--- config.mk ---
export PLATFORM = sky130hd
export DESIGN_NAME = dgp_readout
export DESIGN_NICKNAME = d
export VERILOG_FILES = /design/src/dgp_pkg.sv /design/src/dgp_readout.sv
export VERILOG_INCLUDE_DIRS = /design/src /design/src/src
export SDC_FILE = /design/constraint.sdc
export NUM_CORES = 1
export LEC_CHECK = 0
export BUFFER_PORTS_ARGS = -buffer_cell sky130_fd_sc_hd__buf_2
export CAP_MARGIN = 30
export CORE_MARGIN = 3
export CORE_UTILIZATION = 30
export CTS_BUF_LIST = sky130_fd_sc_hd__clkbuf_4 sky130_fd_sc_hd__clkbuf_8 sky130_fd_sc_hd__clkbuf_16
export CTS_CLUSTER_DIAMETER = 80
export DETAILED_ROUTE_END_ITERATION = 8
export GPL_ROUTABILITY_DRIVEN = 1
export PLACE_DENSITY = 0.46
export SLEW_MARGIN = 20
export SYNTH_ARGS = -nofsm -noshare
export SYNTH_HDL_FRONTEND = slang
export SYNTH_SLANG_ARGS = --single-unit
--- constraint.sdc ---
create_clock -name clk -period 2.2 [get_ports clk]
set_input_delay 0 -clock clk [delete_from_list [all_inputs] [get_ports clk]]
set_output_delay 0 -clock clk [all_outputs]
set_load 0.1 [all_outputs]
--- src/dgp_map.svh ---
// offsets, field positions, reset values and timing counts of the dual game port
// assumes inclusion by bare name from the design and bench files
`ifndef DGP_MAP_SVH
`define DGP_MAP_SVH

`define DGP_STATE_OFS 16'h0000
`define DGP_STATE_RST 8'h00
`define DGP_AXIS_LSB 0
`define DGP_BTN_LSB 4

`define DGP_CFG_BASE_HI_IDX 8'h60
`define DGP_CFG_BASE_LO_IDX 8'h61
`define DGP_CFG_ACT_IDX 8'h30
`define DGP_CFG_PWR_IDX 8'h22
`define DGP_ACT_BIT 0
`define DGP_PWR_BIT 2
`define DGP_BASE_RST 16'h0000

`define DGP_CLK_HZ 20000000
`define DGP_DISCH_NS 1000
`define DGP_DISCH_CYC ((`DGP_DISCH_NS * (`DGP_CLK_HZ / 1000000) + 999) / 1000)

`endif

--- src/dgp_pkg.sv ---
// types of the dual game port readout
// assumes dgp_map.svh supplies the numeric constants
package dgp_pkg;

  typedef enum logic [2:0] {
    DGP_AX_IDLE   = 3'b001,
    DGP_AX_DISCH  = 3'b010,
    DGP_AX_CHARGE = 3'b100
  } dgp_axis_st_t;

endpackage : dgp_pkg

--- src/dgp_readout.sv ---
// dual game port readout: four one-shot axis timers, four buttons, one read register
// assumes io and config strobes are synchronous to clk and held for at least one cycle
// Operation
// - One 8-bit read-only game port register sits at offset zero of the base and resets to zero.
// - Bits 0 to 3 carry the four axis timer outputs and bits 4 to 7 the four buttons.
// - A write to the game port stores nothing and instead discharges all RC pins to start timing.
// - The discharge begins when the write strobe goes from active back to inactive.
// - Read and write strobes are generated for io reads and writes at the programmed base.
// - The 16-bit base is held in config index game_base_high for the high byte and game_base_low for the low byte.
// - With the activate bit clear the base is not decoded and host accesses are ignored.
// - Power control bit 2 mirrors the activate bit, writing either one updates both.
// - Each axis output stays high from the write until its RC input crosses two thirds, then drops and the pin is held low.
// - Two independent ports, each with two axis timers and two buttons, share one register.
`timescale 1ns/10ps
`default_nettype none
`include "dgp_map.svh"

// one axis: fixed discharge time, then time the charge up to the comparator
module dgp_axis_timer #(
  parameter int DISCH_CYC = `DGP_DISCH_CYC
) (
  input wire logic clk,
  input wire logic rst_b,
  input wire logic start,
  input wire logic above_thr,
  output logic timing,
  output logic pin_oe
);

  localparam int CW = (DISCH_CYC > 1) ? $clog2(DISCH_CYC + 1) : 1;
  localparam logic [CW-1:0] DISCH_LAST = CW'(DISCH_CYC - 1);

  dgp_pkg::dgp_axis_st_t st_reg;
  dgp_pkg::dgp_axis_st_t st_next;
  logic [CW-1:0] cnt_reg;
  logic [CW-1:0] cnt_next;

  always_comb begin
    st_next = st_reg;
    cnt_next = cnt_reg;
    case (st_reg)
      dgp_pkg::DGP_AX_IDLE: begin
        cnt_next = '0;
      end
      dgp_pkg::DGP_AX_DISCH: begin
        // comparator ignored while the cap is still being emptied
        if (cnt_reg == DISCH_LAST) begin
          st_next = dgp_pkg::DGP_AX_CHARGE;
          cnt_next = '0;
        end else begin
          cnt_next = cnt_reg + CW'(1);
        end
      end
      dgp_pkg::DGP_AX_CHARGE: begin
        if (above_thr) begin
          st_next = dgp_pkg::DGP_AX_IDLE;
        end
      end
      default: begin
        st_next = dgp_pkg::DGP_AX_IDLE;
        cnt_next = '0;
      end
    endcase
    if (start) begin
      st_next = dgp_pkg::DGP_AX_DISCH;
      cnt_next = '0;
    end
  end

  always_ff @(posedge clk) begin
    if (!rst_b) begin
      st_reg <= dgp_pkg::DGP_AX_IDLE;
      cnt_reg <= '0;
    end else begin
      st_reg <= st_next;
      cnt_reg <= cnt_next;
    end
  end

  assign timing = (st_reg != dgp_pkg::DGP_AX_IDLE);
  // pin pulled low except while charging
  assign pin_oe = (st_reg != dgp_pkg::DGP_AX_CHARGE);

endmodule : dgp_axis_timer

module dgp_readout #(
  parameter int DISCH_CYC = `DGP_DISCH_CYC
) (
  input wire logic clk,
  input wire logic rst_b,
  input wire logic [15:0] io_addr,
  input wire logic io_rd,
  input wire logic io_wr,
  output logic [7:0] io_rdata,
  output logic stick_read_strobe,
  output logic stick_write_strobe,
  input wire logic [7:0] cfg_index,
  input wire logic cfg_rd,
  input wire logic cfg_wr,
  input wire logic [7:0] cfg_wdata,
  output logic [7:0] cfg_rdata,
  input wire logic stick1_x_above_thr,
  input wire logic stick1_y_above_thr,
  input wire logic stick2_x_above_thr,
  input wire logic stick2_y_above_thr,
  output logic stick1_x_rc_pin_out,
  output logic stick1_x_rc_pin_oe,
  output logic stick1_y_rc_pin_out,
  output logic stick1_y_rc_pin_oe,
  output logic stick2_x_rc_pin_out,
  output logic stick2_x_rc_pin_oe,
  output logic stick2_y_rc_pin_out,
  output logic stick2_y_rc_pin_oe,
  input wire logic stick1_button1,
  input wire logic stick1_button2,
  input wire logic stick2_button1,
  input wire logic stick2_button2,
  output logic stick1_x_timer_out,
  output logic stick1_y_timer_out,
  output logic stick2_x_timer_out,
  output logic stick2_y_timer_out
);

  // configuration state
  logic [15:0] base_reg;
  logic [15:0] base_next;
  logic act_reg;
  logic act_next;
  logic [7:0] cfg_rdata_reg;
  logic [7:0] cfg_rdata_next;

  // io decode and read path
  logic hit;
  logic wr_hit_reg;
  logic wr_hit_next;
  logic start_pulse;
  logic [7:0] io_rdata_reg;
  logic [7:0] io_rdata_next;
  logic [3:0] btn_reg;
  logic [3:0] btn_next;
  logic [7:0] state_word;

  // per-axis vectors, index 0..3 = x1, y1, x2, y2
  logic [3:0] ax_out;
  logic [3:0] ax_oe;

  assign hit = act_reg && (io_addr == base_reg + `DGP_STATE_OFS);

  assign stick_read_strobe = io_rd && hit;
  assign stick_write_strobe = io_wr && hit;

  assign start_pulse = wr_hit_reg && !io_wr;

  assign state_word = {btn_reg, ax_out};

  always_comb begin
    base_next = base_reg;
    act_next = act_reg;
    cfg_rdata_next = cfg_rdata_reg;
    if (cfg_wr) begin
      case (cfg_index)
        `DGP_CFG_BASE_HI_IDX: begin
          base_next[15:8] = cfg_wdata;
        end
        `DGP_CFG_BASE_LO_IDX: begin
          base_next[7:0] = cfg_wdata;
        end
        // either bit writes the one flop
        `DGP_CFG_ACT_IDX: begin
          act_next = cfg_wdata[`DGP_ACT_BIT];
        end
        `DGP_CFG_PWR_IDX: begin
          act_next = cfg_wdata[`DGP_PWR_BIT];
        end
        default: begin
          act_next = act_reg;
        end
      endcase
    end
    if (cfg_rd) begin
      cfg_rdata_next = 8'h00;
      case (cfg_index)
        `DGP_CFG_BASE_HI_IDX: begin
          cfg_rdata_next = base_reg[15:8];
        end
        `DGP_CFG_BASE_LO_IDX: begin
          cfg_rdata_next = base_reg[7:0];
        end
        `DGP_CFG_ACT_IDX: begin
          cfg_rdata_next[`DGP_ACT_BIT] = act_reg;
        end
        `DGP_CFG_PWR_IDX: begin
          cfg_rdata_next[`DGP_PWR_BIT] = act_reg;
        end
        default: begin
          cfg_rdata_next = 8'h00;
        end
      endcase
    end
  end

  always_ff @(posedge clk) begin
    if (!rst_b) begin
      base_reg <= `DGP_BASE_RST;
      act_reg <= 1'b0;
      cfg_rdata_reg <= 8'h00;
    end else begin
      base_reg <= base_next;
      act_reg <= act_next;
      cfg_rdata_reg <= cfg_rdata_next;
    end
  end

  always_comb begin
    // hit is remembered so a base or address change at strobe end cannot lose the start
    wr_hit_next = io_wr && hit;
    btn_next = {stick2_button2, stick2_button1, stick1_button2, stick1_button1};
    io_rdata_next = io_rdata_reg;
    // read-only word, writes leave it alone
    if (stick_read_strobe) begin
      io_rdata_next = state_word;
    end
  end

  always_ff @(posedge clk) begin
    if (!rst_b) begin
      wr_hit_reg <= 1'b0;
      btn_reg <= 4'h0;
      io_rdata_reg <= `DGP_STATE_RST;
    end else begin
      wr_hit_reg <= wr_hit_next;
      btn_reg <= btn_next;
      io_rdata_reg <= io_rdata_next;
    end
  end

  // one timer per axis, all started together
  dgp_axis_timer #(
    .DISCH_CYC(DISCH_CYC)
  ) dgp_axis_timer_x1_i (
    .clk(clk),
    .rst_b(rst_b),
    .start(start_pulse),
    .above_thr(stick1_x_above_thr),
    .timing(ax_out[0]),
    .pin_oe(ax_oe[0])
  );

  dgp_axis_timer #(
    .DISCH_CYC(DISCH_CYC)
  ) dgp_axis_timer_y1_i (
    .clk(clk),
    .rst_b(rst_b),
    .start(start_pulse),
    .above_thr(stick1_y_above_thr),
    .timing(ax_out[1]),
    .pin_oe(ax_oe[1])
  );

  dgp_axis_timer #(
    .DISCH_CYC(DISCH_CYC)
  ) dgp_axis_timer_x2_i (
    .clk(clk),
    .rst_b(rst_b),
    .start(start_pulse),
    .above_thr(stick2_x_above_thr),
    .timing(ax_out[2]),
    .pin_oe(ax_oe[2])
  );

  dgp_axis_timer #(
    .DISCH_CYC(DISCH_CYC)
  ) dgp_axis_timer_y2_i (
    .clk(clk),
    .rst_b(rst_b),
    .start(start_pulse),
    .above_thr(stick2_y_above_thr),
    .timing(ax_out[3]),
    .pin_oe(ax_oe[3])
  );

  assign io_rdata = io_rdata_reg;
  assign cfg_rdata = cfg_rdata_reg;

  assign stick1_x_timer_out = ax_out[0];
  assign stick1_y_timer_out = ax_out[1];
  assign stick2_x_timer_out = ax_out[2];
  assign stick2_y_timer_out = ax_out[3];

  // open-drain discharge: only ever drives zero
  assign stick1_x_rc_pin_out = 1'b0;
  assign stick1_y_rc_pin_out = 1'b0;
  assign stick2_x_rc_pin_out = 1'b0;
  assign stick2_y_rc_pin_out = 1'b0;
  assign stick1_x_rc_pin_oe = ax_oe[0];
  assign stick1_y_rc_pin_oe = ax_oe[1];
  assign stick2_x_rc_pin_oe = ax_oe[2];
  assign stick2_y_rc_pin_oe = ax_oe[3];

endmodule : dgp_readout
`default_nettype wire

==> impl_metrics.yaml <==
grt:
  grt_max_degree: 28
  grt_pass1_vias: 2770
  track_usage_pct: 13.99
  grt_pass1_wl_mm: 13.11
  grt-ovfl-total: 0
  antenna_found_initial: 0
clock_network:
  htree_levels: 3
  clk_path_buf_depth: 2
  numCtsBuffers: 9
  cts_num_sinks: 70
  ctsRootBufferMaster: "clkbuf_8"
  cts_tree: "yes"
  cts_setup_buffers: 0
  clk_pin_slew_worst_paths_ns: 0.08
  clock_latency_ns: 0.34
sta:
  setup-tns-final_ns: 0
  fin_crit_sh_pct: 89.85
  finalSetupViolCount: 0
  slew_viol_final: 0
  rsz0062_at_grt: "false"
  final-hold-violation-count: 0
  fin_skew_ns: 0.01826
  period_minus_slack_ns: 1.977
  fmax_ghz: 0.5059
logic_synthesis:
  synth-seq-area-share_pct: 43.26
  synth_common_cells: "70 x dfxtp_1, 49 x nor2_1, 37 x nand2_1"
  synthCells: 365
  synth-compound-area-share_pct: 8.613
  synth_xor_xnor_area_share_pct: 5.407
  synthesis.area_sq_um: 3239
  ys_async_sr_fraction_pct: 0
  yosysUniqueCellTypes: 41
  synthAdderAreaFrac_pct: 1.545
  synth_top_area_share_pct: 43.26
  synth_edf_count: 0
  synthTopCellsByArea: "dfxtp_1 43%, mux2i_1 8.0%, nor2_1 5.7%"
  yosys.area.top_type: "dfxtp_1"
  yosysWarnings: 0
  synth-seq-cells: 70
  synthMuxAreaShare_pct: 11.51
  yosysMostFrequentCell: "dfxtp_1"
  yosys.area_share.simple_pct: 25.84
  synth_top_family_by_area: "simple AND/OR/NAND/NOR gates"
  synth_ff_type: "dfxtp_1"
  syn_avg_cell_area_sq_um: 8.875
floorplanning:
  design.core.area_sq_um: 10420
  initial_core_util_pct: 31.10
  ios: 76
  dieArea_sq_um: 12080
  rows: 37
  die-width_um: 109.9
  fp.dieH_um: 109.9
place:
  post-dp-hpwl_mm: 5.842
  portBuffers: 71
  placed_area_sq_um: 3727
  gp_congestion: 0.7575
detailed_routing:
  vias: 2777
  drc: 0
  met2WireLength_mm: 3.643
  dr.first_iter.drc_count: 94
  ant_nets: 0
  wl_met1_mm: 3.731
  routed.top_layer: "met4"
  drtPass1Iterations: 4
  viasPerCell: 4.659
  wirelength_mm: 7.901
  wl_met3_um: 364
  routedWlPerCell_um: 13.26
worst_setup_path:
  startpoint_type: "flop"
  critical_path.endpoint_type: "output pin"
  rr_startpoint: "dgp_axis_timer_x1_i.cnt_reg[0]"
  crit_arrival_ns: 1.98
  r2r_cells: 6
  rrSetupSlack_ns: 0.47
  path_max_fanout: 3
  r2r-end: "dgp_axis_timer_x1_i.cnt_reg[3]"
  critical_path_required_ns: 2.20
  criticalPathCategory: "flop to output pin"
worst_hold_path:
  min_to: "cfg_rdata[0]"
  min_from: "cfg_index[4]"
  worstHoldPathCells: 3
  min_path_type: "input pin to flop"
pwr:
  leakage_nw: 1.698
  powerDensity_nw_per_um2: 679.0
  vdd_drop_max_uv: 287.8
finish:
  largest_reg_flops: 16
  diodes: 0
  finalNetCount: 505
  layout-drive-gt1-share_pct: 23.48
  multi_input_area_sq_um: 1735
  fillers: 1080
  stdcell_area_sq_um: 4174
  seqCellArea_sq_um: 1401
  syn_to_final_growth_pct: 28.85
job:
  max-cap-violations: 0
run_status:
  outcome: "complete, no violations"
[power by group]
group	switching, W	internal (W)	total [W]
Combinational	0.000109	0.0000769	0.000186
Clock	0.000492	0.000882	0.00137
Sequential	0.00000213	0.00127	0.00127
Total	0.000604	0.00223	0.00283
[logic make-up (layout without fill, tap and decap cells)]
group,count (synthesis),in the layout
AOI/OAI and AO/OA,46,46
xor gates and xnor gates,20,20
adders and majority gates,4,4
buffers and inverters,24,116
DFF,70,70
muxes,36,36
other,1,4
and+or+nand+nor,164,164
[routing by layer]
metal | GRT usage [%] | up-vias
li1 | - | 1428
met1 | 17.81 | 1279
met2 | 22.31 | 57
met3 | 3.406 | 13
met4 | 6.322 | 0
met5 | 0 | -
[how the worst max path moves through the flow]
stage | from | to | cells past startpoint
finish | base_reg[8] | stick_write_strobe | 5
floorplan | dgp_axis_timer_y2_i.st_reg[1] | dgp_axis_timer_y2_i.cnt_reg[3] | 6
detailed placement | base_reg[2] | stick_write_strobe | 4
global route | base_reg[10] | stick_write_strobe | 5
global placement | dgp_axis_timer_x2_i.cnt_reg[0] | dgp_axis_timer_x2_i.cnt_reg[2] | 6
CTS | base_reg[7] | stick_write_strobe | 4
[stage by stage]
stage | hold WS [ns] | utilization [%] | std cells | power [W] | worst slack [ns]
after floorplan | 0.1273 | - | 368 | 0.001405 | 0.08034
after global placement | 0.2095 | 35.78 | 563 | 0.001468 | 0.4798
after CTS | 0.01936 | 39.96 | 596 | 0.002877 | 0.05796
after detailed placement | 0.2137 | 35.78 | 563 | 0.001468 | 0.4575
after global routing | 0.02822 | 40.07 | 596 | 0.002949 | 0.08625
final | 0.03453 | 40.07 | 596 | 0.002834 | 0.2234
[critical path: stages (launching register included)]
cell and delay (ns):
dfxtp_1 0.37, xnor2_1 0.13, nand2_1 0.07, nor4_1 0.45
and4_1 0.29, clkbuf_4 0.33
[final cells by class]
| cell class | count | area share [%] |
|---|---|---|
| inverter | 5 | 0.4496 |
| clock inverter | 6 | 3.207 |
| timing repair buffer | 95 | 13.97 |
| clock buffer | 10 | 3.147 |
| sequential | 70 | 33.57 |
| multi-input combinational | 274 | 41.58 |
| tap | 136 | 4.077 |
[timing repair]
action,in CTS,in global routing
hold buffers,17,0
gates resized for setup,0,3
setup endpoints to repair,0,2
hold endpoints to repair,27,0
[cell usage in the layout (no fill, tap or decap), drive strengths merged, types with 4 or more instances in the layout]
| master | synthesis | final |
|---|---|---|
| xnor2 | 10 | 10 |
| nor3 | 10 | 10 |
| buf | 6 | 76 |
| o21ai | 12 | 12 |
| a21oi | 17 | 17 |
| nand3 | 11 | 11 |
| xor2 | 10 | 10 |
| nand4 | 5 | 5 |
| and2 | 5 | 5 |
| mux2 | 10 | 10 |
| inv | 5 | 5 |
| nand2b | 17 | 17 |
| or3 | 4 | 4 |
| clkbuf | 13 | 12 |
| nor2b | 9 | 9 |
| nor2 | 49 | 49 |
| mux2i | 26 | 26 |
| dlygate4sd3 | 0 | 17 |
| bufinv | 0 | 4 |
| a311oi | 5 | 5 |
| nand2 | 37 | 37 |
| dfxtp | 70 | 70 |
| ha | 4 | 4 |
| conb | 1 | 4 |
Power figures use the tool's default switching activity.
